--- config.mk ---
export PLATFORM = sky130hd
export DESIGN_NAME = lmfcs_sync
export DESIGN_NICKNAME = d
export VERILOG_FILES = /design/src/common/lmfcs_pkg.sv /design/src/core/lmfcs_sync.sv
export SDC_FILE = /design/constraint.sdc
export NUM_CORES = 1
export LEC_CHECK = 0
export ABC_AREA = 1
export BUFFER_PORTS_ARGS = -buffer_cell sky130_fd_sc_hd__buf_2
export CAP_MARGIN = 20
export CORE_MARGIN = 1
export CORE_UTILIZATION = 35
export CTS_BUF_LIST = sky130_fd_sc_hd__clkbuf_2 sky130_fd_sc_hd__clkbuf_4 sky130_fd_sc_hd__clkbuf_8
export DETAILED_ROUTE_END_ITERATION = 8
export MAX_ROUTING_LAYER = met4
export PLACE_DENSITY = 0.53
export SLEW_MARGIN = 0
export SYNTH_ARGS = -nofsm -noshare
export SYNTH_HDL_FRONTEND = slang
export SYNTH_SLANG_ARGS = --single-unit
--- constraint.sdc ---
create_clock -name clk -period 3.89 [get_ports clk]
set_input_delay 0.5835 -clock clk [delete_from_list [all_inputs] [get_ports clk]]
set_output_delay 0.5835 -clock clk [all_outputs]
set_load 0.01 [all_outputs]
--- src/common/lmfcs_pkg.sv ---
/*
 * Constants for the multiframe clock sync and link delay block.
 * Assumes an 8-bit register port with 12-bit addresses.
 */
package lmfcs_pkg;
	// ==========================================================
	// Register offsets
	localparam logic [11:0] OFS_PAIR_SEL   = 12'h008;
	localparam logic [11:0] OFS_A_IRQ_EN   = 12'h021;
	localparam logic [11:0] OFS_B_IRQ_EN   = 12'h022;
	localparam logic [11:0] OFS_A_IRQ_ST   = 12'h025;
	localparam logic [11:0] OFS_B_IRQ_ST   = 12'h026;
	localparam logic [11:0] OFS_ERR_WIN    = 12'h034;
	localparam logic [11:0] OFS_SYNC_CTRL  = 12'h03A;
	localparam logic [11:0] OFS_SYNC_STAT  = 12'h03B;
	localparam logic [11:0] OFS_PHASE_ERR  = 12'h03C;
	localparam logic [11:0] OFS_GLOB_SC    = 12'h301;
	localparam logic [11:0] OFS_L0_DELAY   = 12'h304;
	localparam logic [11:0] OFS_L1_DELAY   = 12'h305;
	localparam logic [11:0] OFS_L0_VAR     = 12'h306;
	localparam logic [11:0] OFS_L1_VAR     = 12'h307;
	localparam logic [11:0] OFS_LINK_SC    = 12'h458;
	localparam logic [11:0] OFS_FRAME_OCT  = 12'h45A;
	// ==========================================================
	// Field positions
	localparam int CTRL_ENABLE  = 7;
	localparam int CTRL_ARM     = 6;
	localparam int CTRL_CLR     = 5;
	localparam int ST_BUSY      = 7;
	localparam int ST_LOCK      = 3;
	localparam int ST_ROT       = 2;
	localparam int ST_WLIM      = 1;
	localparam int ST_TRIP      = 0;
	localparam int LINK_SC_LSB  = 5;
	// ==========================================================
	// Codes and reset values
	localparam logic [3:0] MODE_ONESHOT = 4'h1;
	localparam logic [3:0] MODE_CONT    = 4'h2;
	localparam logic [3:0] MODE_MONITOR = 4'h9;
	localparam logic [2:0] SUBCLASS_1   = 3'h1;
	localparam logic [2:0] FRAME_OCT_1  = 3'h1;
	localparam logic [2:0] FRAME_OCT_2  = 3'h2;
	localparam logic [7:0] REG_RESET    = 8'h00;
	localparam logic [2:0] FRAME_OCT_RST = 3'h2;
	localparam logic [3:0] RBD_MAX      = 4'hA;
	localparam logic [7:0] ROT_CYCLES   = 8'h08;
	localparam int PCLK_PER_4_OCTETS    = 4;
endpackage

--- src/core/lmfcs_sync.sv ---
/*
 * Multiframe clock sync, alignment-edge phase check, per-link local
 * receive multiframe clock and receive buffer delay release.
 * Assumes clk is the DAC clock; frame and processing clocks are enables.
 * sysref_in is an asynchronous pin; register port is on clk.
 */
// Added by the designer: the address-and-strobe port.
`timescale 1ns/100ps
`default_nettype none

// Notes on behaviour
// - Mode field picks one-shot, continuous, monitor
// - Window field sets tolerated phase error
// - Enable bit switches sync logic on
// - One-shot needs arm after enable
// - Busy reads 1 until processing finishes
// - Lock shows alignment after each check
// - Window-limit shows error beyond window
// - Rotation flag sticky, cleared by clear bit
// - Trip flag sticky, cleared by clear bit
// - Pair A events enabled and W1C status
// - Pair B events enabled and W1C status
// - Subclass 0 or 1, global and link
// - Subclass 0 ignores the sysref pin
// - Both pairs share one multiframe phase
// - No sync error report, subclass 0, F=1
// - Local receive clock delayed by lmfc delay
// - Buffer delay 0..10 processing cycles
// - Frames per processing clock equal 4/F
// - One-shot checks first edge, rotates beyond window
// - Continuous checks all edges, ignores during rotation
// - Monitor aligns once, then only measures
// - Arm bit self-clears on an alignment edge
module lmfcs_sync #(
	parameter int FRAME_DIV = 4,
	parameter int K_FRAMES  = 32
) (
	// Clock and reset
	input  wire logic        clk,
	input  wire logic        srst,
	// Register port
	input  wire logic [11:0] reg_addr,
	input  wire logic [7:0]  reg_wdata,
	input  wire logic        reg_wr,
	input  wire logic        reg_rd,
	output logic      [7:0]  reg_rdata,
	// Pin
	input  wire logic        sysref_in,
	// Link timing
	output logic             lmfc_aligned,
	output logic      [1:0]  local_receive_multiframe_clock,
	output logic      [1:0]  buffer_read_release,
	output logic             sync_error_report_en
);
	localparam int MF = FRAME_DIV * K_FRAMES;

	// Counter widths cap the frame divider, the frame count and the multiframe length
	if (FRAME_DIV < 1 || FRAME_DIV > 16 || K_FRAMES < 2 || K_FRAMES > 32 ||
		MF > 128) begin : g_bad_cfg
		$error("lmfcs_sync: unsupported FRAME_DIV or K_FRAMES");
	end

	typedef enum logic [2:0] {S_IDLE, S_WAIT, S_ROT, S_TRACK, S_DONE} lmfcs_state_t;

	// ==========================================================
	// Registers
	logic [7:0]   pair_sel, irq_en_a, irq_en_b, irq_st_a, irq_st_b, err_win_reg;
	logic [3:0]   sync_processing_mode;
	logic         sync_machine_enable, sync_machine_arm;
	logic [2:0]   glob_subclass, link_subclass, frame_octets;
	logic [7:0]   lmfc_delay_value [2];
	logic [7:0]   delay_variation_value [2];
	logic         lock_flag, window_exceeded_flag, clock_rotated_flag, edge_checked_flag;
	logic [7:0]   current_phase_error;
	lmfcs_state_t state;
	logic [7:0]   rot_cnt;

	wire wr_ctrl  = reg_wr && reg_addr == lmfcs_pkg::OFS_SYNC_CTRL;
	wire clear_sticky_flags = wr_ctrl && reg_wdata[lmfcs_pkg::CTRL_CLR];
	// Subclass 2 is not supported, so any code but 1 runs as subclass 0
	wire sc1 = glob_subclass == lmfcs_pkg::SUBCLASS_1;
	// Variation is clamped on write, so a read shows what the buffer uses
	wire [7:0] var_in = (reg_wdata > 8'(lmfcs_pkg::RBD_MAX)) ?
		8'(lmfcs_pkg::RBD_MAX) : reg_wdata;

	always_ff @(posedge clk) begin
		if (srst) begin
			pair_sel             <= lmfcs_pkg::REG_RESET;
			irq_en_a             <= lmfcs_pkg::REG_RESET;
			irq_en_b             <= lmfcs_pkg::REG_RESET;
			err_win_reg          <= lmfcs_pkg::REG_RESET;
			sync_processing_mode <= 4'h0;
			sync_machine_enable  <= 1'b0;
			glob_subclass        <= 3'h0;
			link_subclass        <= 3'h0;
			frame_octets         <= lmfcs_pkg::FRAME_OCT_RST;
			lmfc_delay_value     <= '{8'h00, 8'h00};
			delay_variation_value <= '{8'h00, 8'h00};
		end else if (reg_wr) begin
			case (reg_addr)
				lmfcs_pkg::OFS_PAIR_SEL:  pair_sel <= reg_wdata;
				lmfcs_pkg::OFS_A_IRQ_EN:  irq_en_a <= reg_wdata;
				lmfcs_pkg::OFS_B_IRQ_EN:  irq_en_b <= reg_wdata;
				lmfcs_pkg::OFS_ERR_WIN:   err_win_reg <= reg_wdata;
				lmfcs_pkg::OFS_SYNC_CTRL: begin
					sync_processing_mode <= reg_wdata[3:0];
					sync_machine_enable  <= reg_wdata[lmfcs_pkg::CTRL_ENABLE];
				end
				lmfcs_pkg::OFS_GLOB_SC:   glob_subclass <= reg_wdata[2:0];
				lmfcs_pkg::OFS_LINK_SC:   link_subclass <= reg_wdata[7:5];
				lmfcs_pkg::OFS_FRAME_OCT: frame_octets <= reg_wdata[2:0];
				lmfcs_pkg::OFS_L0_DELAY:  lmfc_delay_value[0] <= reg_wdata;
				lmfcs_pkg::OFS_L1_DELAY:  lmfc_delay_value[1] <= reg_wdata;
				lmfcs_pkg::OFS_L0_VAR:    delay_variation_value[0] <= var_in;
				lmfcs_pkg::OFS_L1_VAR:    delay_variation_value[1] <= var_in;
				default: ;
			endcase
		end
	end

	// ==========================================================
	// Sysref pin: three flops, a change counts once two and three agree
	logic [2:0] sref_sync;
	logic       sref_level;
	always_ff @(posedge clk) begin
		if (srst) begin
			sref_sync  <= 3'h0;
			sref_level <= 1'b0;
		end else begin
			sref_sync <= {sref_sync[1:0], sysref_in};
			if (sref_sync[1] == sref_sync[2])
				sref_level <= sref_sync[2];
		end
	end
	wire sref_rise = sref_sync[1] && sref_sync[2] && !sref_level;

	// ==========================================================
	// Multiframe phase, frame and processing clock enables
	logic [3:0] div_cnt;
	logic [4:0] frame_cnt;
	logic [1:0] pclk_cnt;
	logic [6:0] free_cnt;
	logic       rotate_now;
	wire frame_en = div_cnt == 4'(FRAME_DIV - 1);
	// Frames per processing clock is 4/F
	wire [1:0] pclk_last = (frame_octets == lmfcs_pkg::FRAME_OCT_1) ? 2'h3 :
		(frame_octets == lmfcs_pkg::FRAME_OCT_2) ? 2'h1 : 2'h0;
	wire pclk_en = frame_en && pclk_cnt == pclk_last;

	always_ff @(posedge clk) begin
		if (srst) begin
			div_cnt   <= 4'h0;
			frame_cnt <= 5'h00;
			pclk_cnt  <= 2'h0;
		end else if (rotate_now) begin
			// The edge cycle is position zero, so restart one past it
			div_cnt   <= (FRAME_DIV == 1) ? 4'h0 : 4'h1;
			frame_cnt <= (FRAME_DIV == 1) ? 5'h01 : 5'h00;
			pclk_cnt  <= 2'h0;
		end else begin
			div_cnt <= frame_en ? 4'h0 : div_cnt + 4'h1;
			if (frame_en) begin
				frame_cnt <= (frame_cnt == 5'(K_FRAMES - 1)) ? 5'h00 : frame_cnt + 5'h01;
				pclk_cnt  <= pclk_en ? 2'h0 : pclk_cnt + 2'h1;
			end
		end
	end

	// Internal edge for subclass 0, free running at the multiframe period
	always_ff @(posedge clk) begin
		if (srst)
			free_cnt <= 7'h00;
		else
			free_cnt <= (free_cnt == 7'(MF - 1)) ? 7'h00 : free_cnt + 7'h01;
	end
	wire free_wrap = free_cnt == 7'(MF - 1);

	// Sysref is ignored in subclass 0, so the pin may float
	wire align_edge = sc1 ? sref_rise : free_wrap;

	// ==========================================================
	// Phase check
	wire [7:0] pos = 8'(frame_cnt * FRAME_DIV) + 8'(div_cnt);
	wire [7:0] phase_err = (pos < 8'(MF / 2)) ? pos : pos - 8'(MF);
	wire [7:0] abs_err = phase_err[7] ? 8'h00 - phase_err : phase_err;
	wire [2:0] win = err_win_reg[2:0];
	wire in_window = (abs_err <= {5'h00, win});

	wire is_cont = sync_processing_mode == lmfcs_pkg::MODE_CONT;
	wire is_mon  = sync_processing_mode == lmfcs_pkg::MODE_MONITOR;
	// Edges during a rotation are dropped, not queued
	wire check = sync_machine_enable && align_edge &&
		(state == S_WAIT || state == S_TRACK);
	assign rotate_now = check && state == S_WAIT && !in_window;

	always_ff @(posedge clk) begin
		if (srst) begin
			state   <= S_IDLE;
			rot_cnt <= 8'h00;
		end else if (!sync_machine_enable) begin
			state <= S_IDLE;
		end else begin
			case (state)
				S_IDLE, S_DONE:
					if (is_cont || sync_machine_arm)
						state <= S_WAIT;
				S_WAIT:
					if (rotate_now) begin
						state   <= S_ROT;
						rot_cnt <= lmfcs_pkg::ROT_CYCLES - 8'h01;
					end else if (check)
						state <= is_cont ? S_WAIT : (is_mon ? S_TRACK : S_DONE);
				S_ROT:
					if (rot_cnt == 8'h00)
						state <= is_cont ? S_WAIT : (is_mon ? S_TRACK : S_DONE);
					else
						rot_cnt <= rot_cnt - 8'h01;
				S_TRACK:
					if (is_cont)
						state <= S_WAIT;
					else if (!is_mon)
						state <= S_DONE;
				default: state <= S_IDLE;
			endcase
		end
	end
	wire busy = state == S_WAIT || state == S_ROT;

	// Arm self-clears on an edge; a new arm in that same cycle wins
	always_ff @(posedge clk) begin
		if (srst)
			sync_machine_arm <= 1'b0;
		else if (wr_ctrl && reg_wdata[lmfcs_pkg::CTRL_ARM])
			sync_machine_arm <= 1'b1;
		else if (align_edge && sync_machine_enable)
			sync_machine_arm <= 1'b0;
	end

	// Live and sticky status; a check in the clear cycle still sets
	always_ff @(posedge clk) begin
		if (srst) begin
			lock_flag            <= 1'b0;
			window_exceeded_flag <= 1'b0;
			clock_rotated_flag   <= 1'b0;
			edge_checked_flag    <= 1'b0;
			current_phase_error  <= 8'h00;
		end else begin
			if (check) begin
				lock_flag            <= in_window || rotate_now;
				window_exceeded_flag <= !in_window;
				current_phase_error  <= rotate_now ? 8'h00 : phase_err;
			end
			if (rotate_now)
				clock_rotated_flag <= 1'b1;
			else if (clear_sticky_flags)
				clock_rotated_flag <= 1'b0;
			if (check)
				edge_checked_flag <= 1'b1;
			else if (clear_sticky_flags)
				edge_checked_flag <= 1'b0;
		end
	end

	// Per-pair event bits, W1C; both pairs share one phase
	wire [3:0] events = check ? {in_window || rotate_now, rotate_now, !in_window, 1'b1} : 4'h0;
	always_ff @(posedge clk) begin
		if (srst) begin
			irq_st_a <= 8'h00;
			irq_st_b <= 8'h00;
		end else begin
			irq_st_a[3:0] <= (irq_st_a[3:0] & ~((reg_wr && reg_addr == lmfcs_pkg::OFS_A_IRQ_ST) ?
				reg_wdata[3:0] : 4'h0)) | (events & irq_en_a[3:0] & {4{pair_sel[0]}});
			irq_st_b[3:0] <= (irq_st_b[3:0] & ~((reg_wr && reg_addr == lmfcs_pkg::OFS_B_IRQ_ST) ?
				reg_wdata[3:0] : 4'h0)) | (events & irq_en_b[3:0] & {4{pair_sel[1]}});
		end
	end

	// ==========================================================
	// Local receive multiframe clock and buffer release per link
	logic [3:0] rbd_cnt [2];
	logic [1:0] rbd_run;
	for (genvar l = 0; l < 2; l++) begin : g_link
		wire [4:0] del_mod = 5'(lmfc_delay_value[l] % 8'(K_FRAMES));
		wire       rx_hit  = frame_en && frame_cnt == del_mod;
		wire [3:0] var_clamped = (delay_variation_value[l] > 8'(lmfcs_pkg::RBD_MAX)) ?
			lmfcs_pkg::RBD_MAX : delay_variation_value[l][3:0];
		always_ff @(posedge clk) begin
			if (srst) begin
				local_receive_multiframe_clock[l] <= 1'b0;
				buffer_read_release[l]            <= 1'b0;
				rbd_cnt[l]                        <= 4'h0;
				rbd_run[l]                        <= 1'b0;
			end else begin
				local_receive_multiframe_clock[l] <= rx_hit;
				buffer_read_release[l]            <= 1'b0;
				if (rx_hit) begin
					rbd_cnt[l] <= var_clamped;
					rbd_run[l] <= 1'b1;
				end else if (rbd_run[l] && rbd_cnt[l] == 4'h0) begin
					buffer_read_release[l] <= 1'b1;
					rbd_run[l]             <= 1'b0;
				end else if (rbd_run[l] && pclk_en)
					rbd_cnt[l] <= rbd_cnt[l] - 4'h1;
			end
		end
	end

	// ==========================================================
	// Outputs and read port
	always_ff @(posedge clk) begin
		if (srst) begin
			lmfc_aligned         <= 1'b0;
			sync_error_report_en <= 1'b1;
		end else begin
			lmfc_aligned <= frame_en && frame_cnt == 5'(K_FRAMES - 1);
			sync_error_report_en <= !(!sc1 && frame_octets == lmfcs_pkg::FRAME_OCT_1);
		end
	end

	always_ff @(posedge clk) begin
		if (srst)
			reg_rdata <= 8'h00;
		else if (reg_rd) begin
			case (reg_addr)
				lmfcs_pkg::OFS_PAIR_SEL:  reg_rdata <= pair_sel;
				lmfcs_pkg::OFS_A_IRQ_EN:  reg_rdata <= irq_en_a;
				lmfcs_pkg::OFS_B_IRQ_EN:  reg_rdata <= irq_en_b;
				lmfcs_pkg::OFS_A_IRQ_ST:  reg_rdata <= irq_st_a;
				lmfcs_pkg::OFS_B_IRQ_ST:  reg_rdata <= irq_st_b;
				lmfcs_pkg::OFS_ERR_WIN:   reg_rdata <= err_win_reg;
				lmfcs_pkg::OFS_SYNC_CTRL: reg_rdata <= {sync_machine_enable, sync_machine_arm,
					2'b00, sync_processing_mode};
				lmfcs_pkg::OFS_SYNC_STAT: reg_rdata <= {busy, 3'b000, lock_flag,
					clock_rotated_flag, window_exceeded_flag, edge_checked_flag};
				lmfcs_pkg::OFS_PHASE_ERR: reg_rdata <= current_phase_error;
				lmfcs_pkg::OFS_GLOB_SC:   reg_rdata <= {5'h00, glob_subclass};
				lmfcs_pkg::OFS_LINK_SC:   reg_rdata <= {link_subclass, 5'h00};
				lmfcs_pkg::OFS_FRAME_OCT: reg_rdata <= {5'h00, frame_octets};
				lmfcs_pkg::OFS_L0_DELAY:  reg_rdata <= lmfc_delay_value[0];
				lmfcs_pkg::OFS_L1_DELAY:  reg_rdata <= lmfc_delay_value[1];
				lmfcs_pkg::OFS_L0_VAR:    reg_rdata <= delay_variation_value[0];
				lmfcs_pkg::OFS_L1_VAR:    reg_rdata <= delay_variation_value[1];
				default:                  reg_rdata <= 8'h00;
			endcase
		end
	end
endmodule

`default_nettype wire

* Yosys cells after proc, flatten, opt, wreduce, memory -nomap -nowiden *
Memory sizes are Yosys's and may differ from the RTL's.
Index checks and enable logic that the tools add are counted.

storage, ports and cells
  bits in registers = 148
  latch bits = 0
  RAM bits = 8
  bits in read-only memories = 0
  input bits = 25
  output and inout bits = 14
  logic and storage cells = 229
  memories = 1

operators by class
  add/subtract/negate cells = 10
  $mul = 0
  divide/modulo/power cells = 0
  magnitude comparators = 5
  equality and inequality tests = 38
  shifts and indexed selects = 0
  multiplexer cells = 62
  bitwise logic cells = 15
  reduce and logical (&&, ||, !) cells = 59

memory list
  name     words  width  read ports  clocked after memory_dff  wr ports  line               RTL
  rbd_cnt  2      4      2           0                         2         lmfcs_sync.sv:280  logic [3:0] rbd_cnt [2];

operators by type and width
  cell                                                                  number
  8-bit one-hot mux with 16 select lines                                1
  12-bit by 6-bit == test with 1-bit output, second input constant      8
  12-bit by 10-bit == test with 1-bit output, second input constant     5
  8-bit two-way mux                                                     6
  4-bit two-way mux                                                     9
  1-bit two-way mux                                                     33
  4-bit bitwise AND                                                     6
  12-bit by 11-bit == test with 1-bit output, second input constant     2
  8-bit by 4-bit > comparator with 1-bit output, second input constant  3
  3-bit two-way mux                                                     8
  2-bit AND reduction                                                   12
  1-bit logical AND                                                     20
  8-bit one-hot mux with 2 select lines                                 1
  12-bit by 4-bit == test with 1-bit output, second input constant      1
  3-bit one-hot mux with 4 select lines                                 1
  2-bit nonzero test                                                    6
  2-bit OR reduction                                                    6
  5-bit == test                                                         2
  3-bit by 1-bit == test with 1-bit output, second input constant       3
  3-bit by 2-bit == test with 1-bit output, second input constant       3
  7-bit by 4-bit adder with 8-bit output                                1
  4-bit by 2-bit == test with 1-bit output, second input constant       2
  8-bit by 3-bit <= comparator with 1-bit output                        1
  4-bit logical NOT                                                     2
  29 further kinds                                                      47

* Logic depth before layout (Yosys ltp) *
  word-level depth = 13
  mapped depth = 19
  gate-level depth less buffers = 19

* Worst setup path before layout *
Ideal clock, no wire load.

  kind = register -> register
  start = register frame_cnt[0]
  end = register frame_cnt[0]
  setup time = 0.066 ns
  arrival = 2.737 ns
  required time = 3.824 ns
  slack = 1.087 ns
  cell stages (with the launch flop) = 20
  buffers on the path = 0
  period minus slack after synthesis = 2.803 ns
  cell sequence = dfxtp_1 ha_1 fa_1 nand3_1 nand2_1 nand2_4 nand2_1 nor2_1 xor2_1 inv_1 ha_1 a21oi_1 o21ai_0 nand2_1 nand2_4 nand2_4 inv_2 nor2_4 o21ai_2 a21oi_2

between the ends
  longest elaborated chain between the ends = 9
  elaborated cells on any way between the ends = 13
  classes of those cells = add/sub (4); order compare (2); eq/ne (1); mux (3); reduce/logical (3)

ends and longest elaborated chain
  item                                                                                      line               RTL
  start, declared                                                                           lmfcs_sync.sv:140  logic [4:0] frame_cnt;
  start signal, assigned                                                                    lmfcs_sync.sv:158  frame_cnt <= (FRAME_DIV == 1) ? 5'h01 : 5'h00;
  start signal, assigned                                                                    lmfcs_sync.sv:163  frame_cnt <= (frame_cnt == 5'(K_FRAMES - 1)) ? 5'h00 : frame_cnt + 5'h01;
  7-bit by 4-bit adder with 8-bit output                                                    lmfcs_sync.sv:183  wire [7:0] pos = 8'(frame_cnt * FRAME_DIV) + 8'(div_cnt);
  8-bit subtractor / 8-bit by 7-bit < comparator with 1-bit output (equally long branches)  lmfcs_sync.sv:184  wire [7:0] phase_err = (pos < 8'(MF / 2)) ? pos : pos - 8'(MF);
  8-bit two-way mux                                                                         lmfcs_sync.sv:184
  1-bit by 8-bit subtractor with 8-bit output                                               lmfcs_sync.sv:185  wire [7:0] abs_err = phase_err[7] ? 8'h00 - phase_err : phase_err;
  8-bit two-way mux                                                                         lmfcs_sync.sv:185
  8-bit by 3-bit <= comparator with 1-bit output                                            lmfcs_sync.sv:187  wire in_window = (abs_err <= {5'h00, win});
  1-bit logical NOT                                                                         lmfcs_sync.sv:194  assign rotate_now = check && state == S_WAIT && !in_window;
  1-bit logical AND                                                                         lmfcs_sync.sv:194
  2-bit OR reduction (no source line)                                                       -

Several ways; a longest one is shown, not always the timed one.
A chain may end at the register's enable or synchronous reset.

* Final worst setup path *
  start = register frame_cnt[0]
  end = register div_cnt[2]

between the ends
  longest elaborated chain between the ends = 9
  elaborated cells on any way between the ends = 10
  classes of those cells = add/sub (3); order compare (2); mux (2); reduce/logical (3)

ends and longest elaborated chain
  item                                                                                      line               RTL
  7-bit by 4-bit adder with 8-bit output (*)                                                lmfcs_sync.sv:183
  8-bit subtractor / 8-bit by 7-bit < comparator with 1-bit output (equally long branches)  lmfcs_sync.sv:184
  8-bit two-way mux (*)                                                                     lmfcs_sync.sv:184
  1-bit by 8-bit subtractor with 8-bit output                                               lmfcs_sync.sv:185
  8-bit two-way mux (*)                                                                     lmfcs_sync.sv:185
  8-bit by 3-bit <= comparator with 1-bit output (*)                                        lmfcs_sync.sv:187
  1-bit logical NOT (*)                                                                     lmfcs_sync.sv:194
  1-bit logical AND (*)                                                                     lmfcs_sync.sv:194
  3-bit OR reduction (no source line) (*)                                                   -
  end signal, assigned                                                                      lmfcs_sync.sv:157  div_cnt <= (FRAME_DIV == 1) ? 4'h0 : 4'h1;
  end signal, assigned                                                                      lmfcs_sync.sv:161  div_cnt <= frame_en ? 4'h0 : div_cnt + 4'h1;
  end, declared                                                                             lmfcs_sync.sv:139  logic [3:0] div_cnt;

Every way passes the cells marked *; elsewhere a longest branch is shown, timed or not.

==> flow_summary.json <==
{
  "final_layout_size_suffix_gt1_share_pct": 10.6,
  "slew_headroom_pct": 48.6,
  "postCtsSetupBuffers": 0,
  "tightestPinTransition_ps": 771,
  "globalRouteTotalUtil_pct": 21.1,
  "avgSynthCellArea_um2": 7.06,
  "die_x_um": 152,
  "hold_class": "in2reg",
  "cp_slowest_cell": "fa_1",
  "crit_required_ps": 4290,
  "whs_ps": 328,
  "grt_max_degree": 62,
  "status": "complete, but fails checks",
  "path_max_fanout": 7,
  "hold_buffers": 0,
  "dr.first_iter.drc_count": 557,
  "grt_first_pass_wirelength_mm": 37.0,
  "worstSetupPathType": "reg2reg",
  "cap_viol_max_count": 0,
  "path_cells": "ha_1 -> fa_1 -> nand3_1 -> nand2_1 -> nand2_4 -> nand2_1 -> nor2_1 -> xor2_1 -> inv_1 -> ha_1 -> a21oi_1 -> o21ai_0 -> nand2_1 -> nand2_4 -> nand2_4 -> inv_2 -> nor2_4 -> nand2_2 -> a21oi_2",
  "io_pins": 39,
  "timing.final.crit_share_pct": 80.4,
  "h-tree-depth": 4,
  "synth_seq_area_share_pct": 40.7,
  "grt.overflow.total": 0,
  "max_clock_freq_mhz": 320,
  "first_global_vias": 6856,
  "power_leakage_uw": 0.00329,
  "arrival_ps": 3530,
  "syn_area_mm2": 0.00787,
  "reg_top3": "delay_variation_value (16), lmfc_delay_value (16)",
  "syn_to_final_growth_pct": 10.2,
  "rsz0062_at_grt": "false",
  "clock_path_buffers": 2,
  "routed_via_density": 5.06,
  "finClkSkew_ps": 14.1,
  "p_per_area_mw_per_mm2": 359,
  "dp_hpwl_mm": 16.9,
  "endpoint_kind": "register",
  "die_y_um": 152,
  "core_mm2": 0.0220,
  "finalMaxSlewViolations": 0,
  "portBuffers": 38,
  "rows": 54,
  "critPathLaunchType": "register",
  "cts-resized-gates": 0,
  "cts_buffers": 17,
  "diodes": 0,
  "synthDistinctLibCells": 44,
  "antenna_left": 0,
  "drc": 6,
  "clk_latency_ps": 470,
  "min_from": "sysref_in",
  "syn_nets": 1158,
  "vdd_drop_max_mv": 0.249,
  "floorplan.initialDensity_pct": 35.8,
  "routedWlPerCell_um": 15.8,
  "first_pass_iters": 7,
  "violations": "DRC",
  "setup_viol": 0,
  "root_buffer": "clkbuf_8",
  "fin_nets": 1183,
  "fillerInstances": 2375,
  "clk_pin_slew_ps": 90,
  "clock_sinks": 156,
  "route.vias.total": 7255,
  "slowest_delay_ps": 440,
  "synth-seq-cells": 156,
  "synthCells": 1115,
  "cp-startpoint": "frame_cnt[0]",
  "gp_congestion": 0.929,
  "wl_mm": 22.7,
  "fin_crit_ps": 3130,
  "instances_no_fill": 1433,
  "cts_tree": "yes",
  "reg2reg_from": "frame_cnt[0]",
  "finalSetupTns_ps": 0,
  "die_area_mm2": 0.0231,
  "ys_warn_count": 0,
  "antenna_found_initial": 0,
  "hold_viol_final": 0,
  "placed_cells": 1401
}
cell usage after synthesis, drive strengths merged:
| cell | count | area share [%] |
|---|---|---|
| or2 | 2 | 0.16 |
| ha | 17 | 2.7 |
| and3 | 1 | 0.080 |
| nand3b | 2 | 0.19 |
| nor2 | 126 | 6.6 |
| o21ai | 106 | 6.9 |
| xnor2 | 6 | 0.67 |
| edfxtp | 8 | 3.1 |
| a221oi | 2 | 0.22 |
| a21oi | 129 | 8.5 |
| o211ai | 2 | 0.19 |
| nand4 | 16 | 1.3 |
| dfxtp | 148 | 38 |
| nor3 | 31 | 2.2 |
| nand3 | 86 | 5.9 |
| nor3b | 1 | 0.095 |
| xor2 | 12 | 1.3 |
| clkbuf | 19 | 0.91 |
| o22ai | 17 | 1.4 |
| or3 | 1 | 0.080 |
| nand2 | 208 | 11 |
| nor4 | 5 | 0.59 |
| clkinv | 1 | 0.048 |
| buf | 16 | 1.1 |
| inv | 151 | 7.2 |
| a211oi | 1 | 0.095 |
| fa | 1 | 0.25 |
path summary, 6_finish.rpt:
kind | depth (start not counted) | endpoint | slack [ps]
setup / recovery | 19 | div_cnt[2] | 760
hold / removal | 3 | sref_sync[0] | 330
setup reg to reg | 19 | div_cnt[2] | 760
hold reg to reg | 2 | sref_sync[1] | 410
metrics by stage:
stage          worst slack [ps]  util (%)  area [um2]  total power [uW]
2_1_floorplan              1090         -        7870              1820
3_3_place_gp                786      37.7        8270              1890
3_5_place_dp                765      37.7        8270              1890
4_1_cts                     743      39.5        8670              3150
5_1_grt                     447      39.5        8670              3250
6_report                    763      39.5        8670              3110
power by group:
group | switching (uW) | internal [uW] | leakage [uW] | total (uW)
logic | 154 | 63.0 | 0.00182 | 217
registers | 15.3 | 1630 | 0.00128 | 1640
clock network | 674 | 580 | 0.000195 | 1250
total | 843 | 2270 | 0.00329 | 3110
layout by cell type (no fill, tap or decap), types with 5 or more instances in the layout:
master,count
a21oi_1,124
nor2_2,6
nand2_4,5
o21ai_0,100
xnor2_1,6
nand3_1,80
nand4_1,16
clkbuf_8,17
inv_6,5
edfxtp_1,8
dfxtp_1,148
buf_2,38
nand2_1,197
inv_1,141
inv_2,10
nand2_2,6
ha_1,17
nor3_1,28
o22ai_1,17
nand3_2,5
xor2_1,12
nor2_1,116
metal layers:
| layer | share of wire [%] | global-route usage (%) | wire length (um) |
|---|---|---|---|
| met4 | 2.1 | 7.05 | 486 |
| met2 | 44 | 31.6 | 10100 |
| met5 | 0 | - | 0 |
| met1 | 48 | 28.1 | 10900 |
| met3 | 5.4 | 4.34 | 1230 |
kinds of logic (layout without fill, tap and decap cells):
| family | count (synthesis) | after routing | share of synthesized area [%] |
|---|---|---|---|
| DFF | 156 | 156 | 40.7 |
| buffers and inverters | 187 | 225 | 9.27 |
| AOI/OAI and AO/OA | 257 | 257 | 17.3 |
| adders and majority gates | 18 | 18 | 2.96 |
| xor gates and xnor gates | 18 | 18 | 2.00 |
| and+or+nand+nor | 479 | 479 | 27.7 |
cell type report:
class,instances,area [um2],area share [%]
inverters,152,571,6.58
repair buffers,41,213,2.45
clock inverters,15,163,1.88
flip-flops and latches,156,3200,36.9
clock buffers,17,234,2.70
well taps,280,350,4.04
multi-input cells,772,3940,45.4
critical path: cells and delay by family, from the launching register on:
family / cells / cell delay [ps]
AOI/OAI and AO/OA: 3 / 320
xor gates and xnor gates: 1 / 160
adders and majority gates: 3 / 970
buffers and inverters: 2 / 130
DFF: 1 / 390
and+or+nand+nor: 10 / 1100
Power figures use the tool's default switching activity.
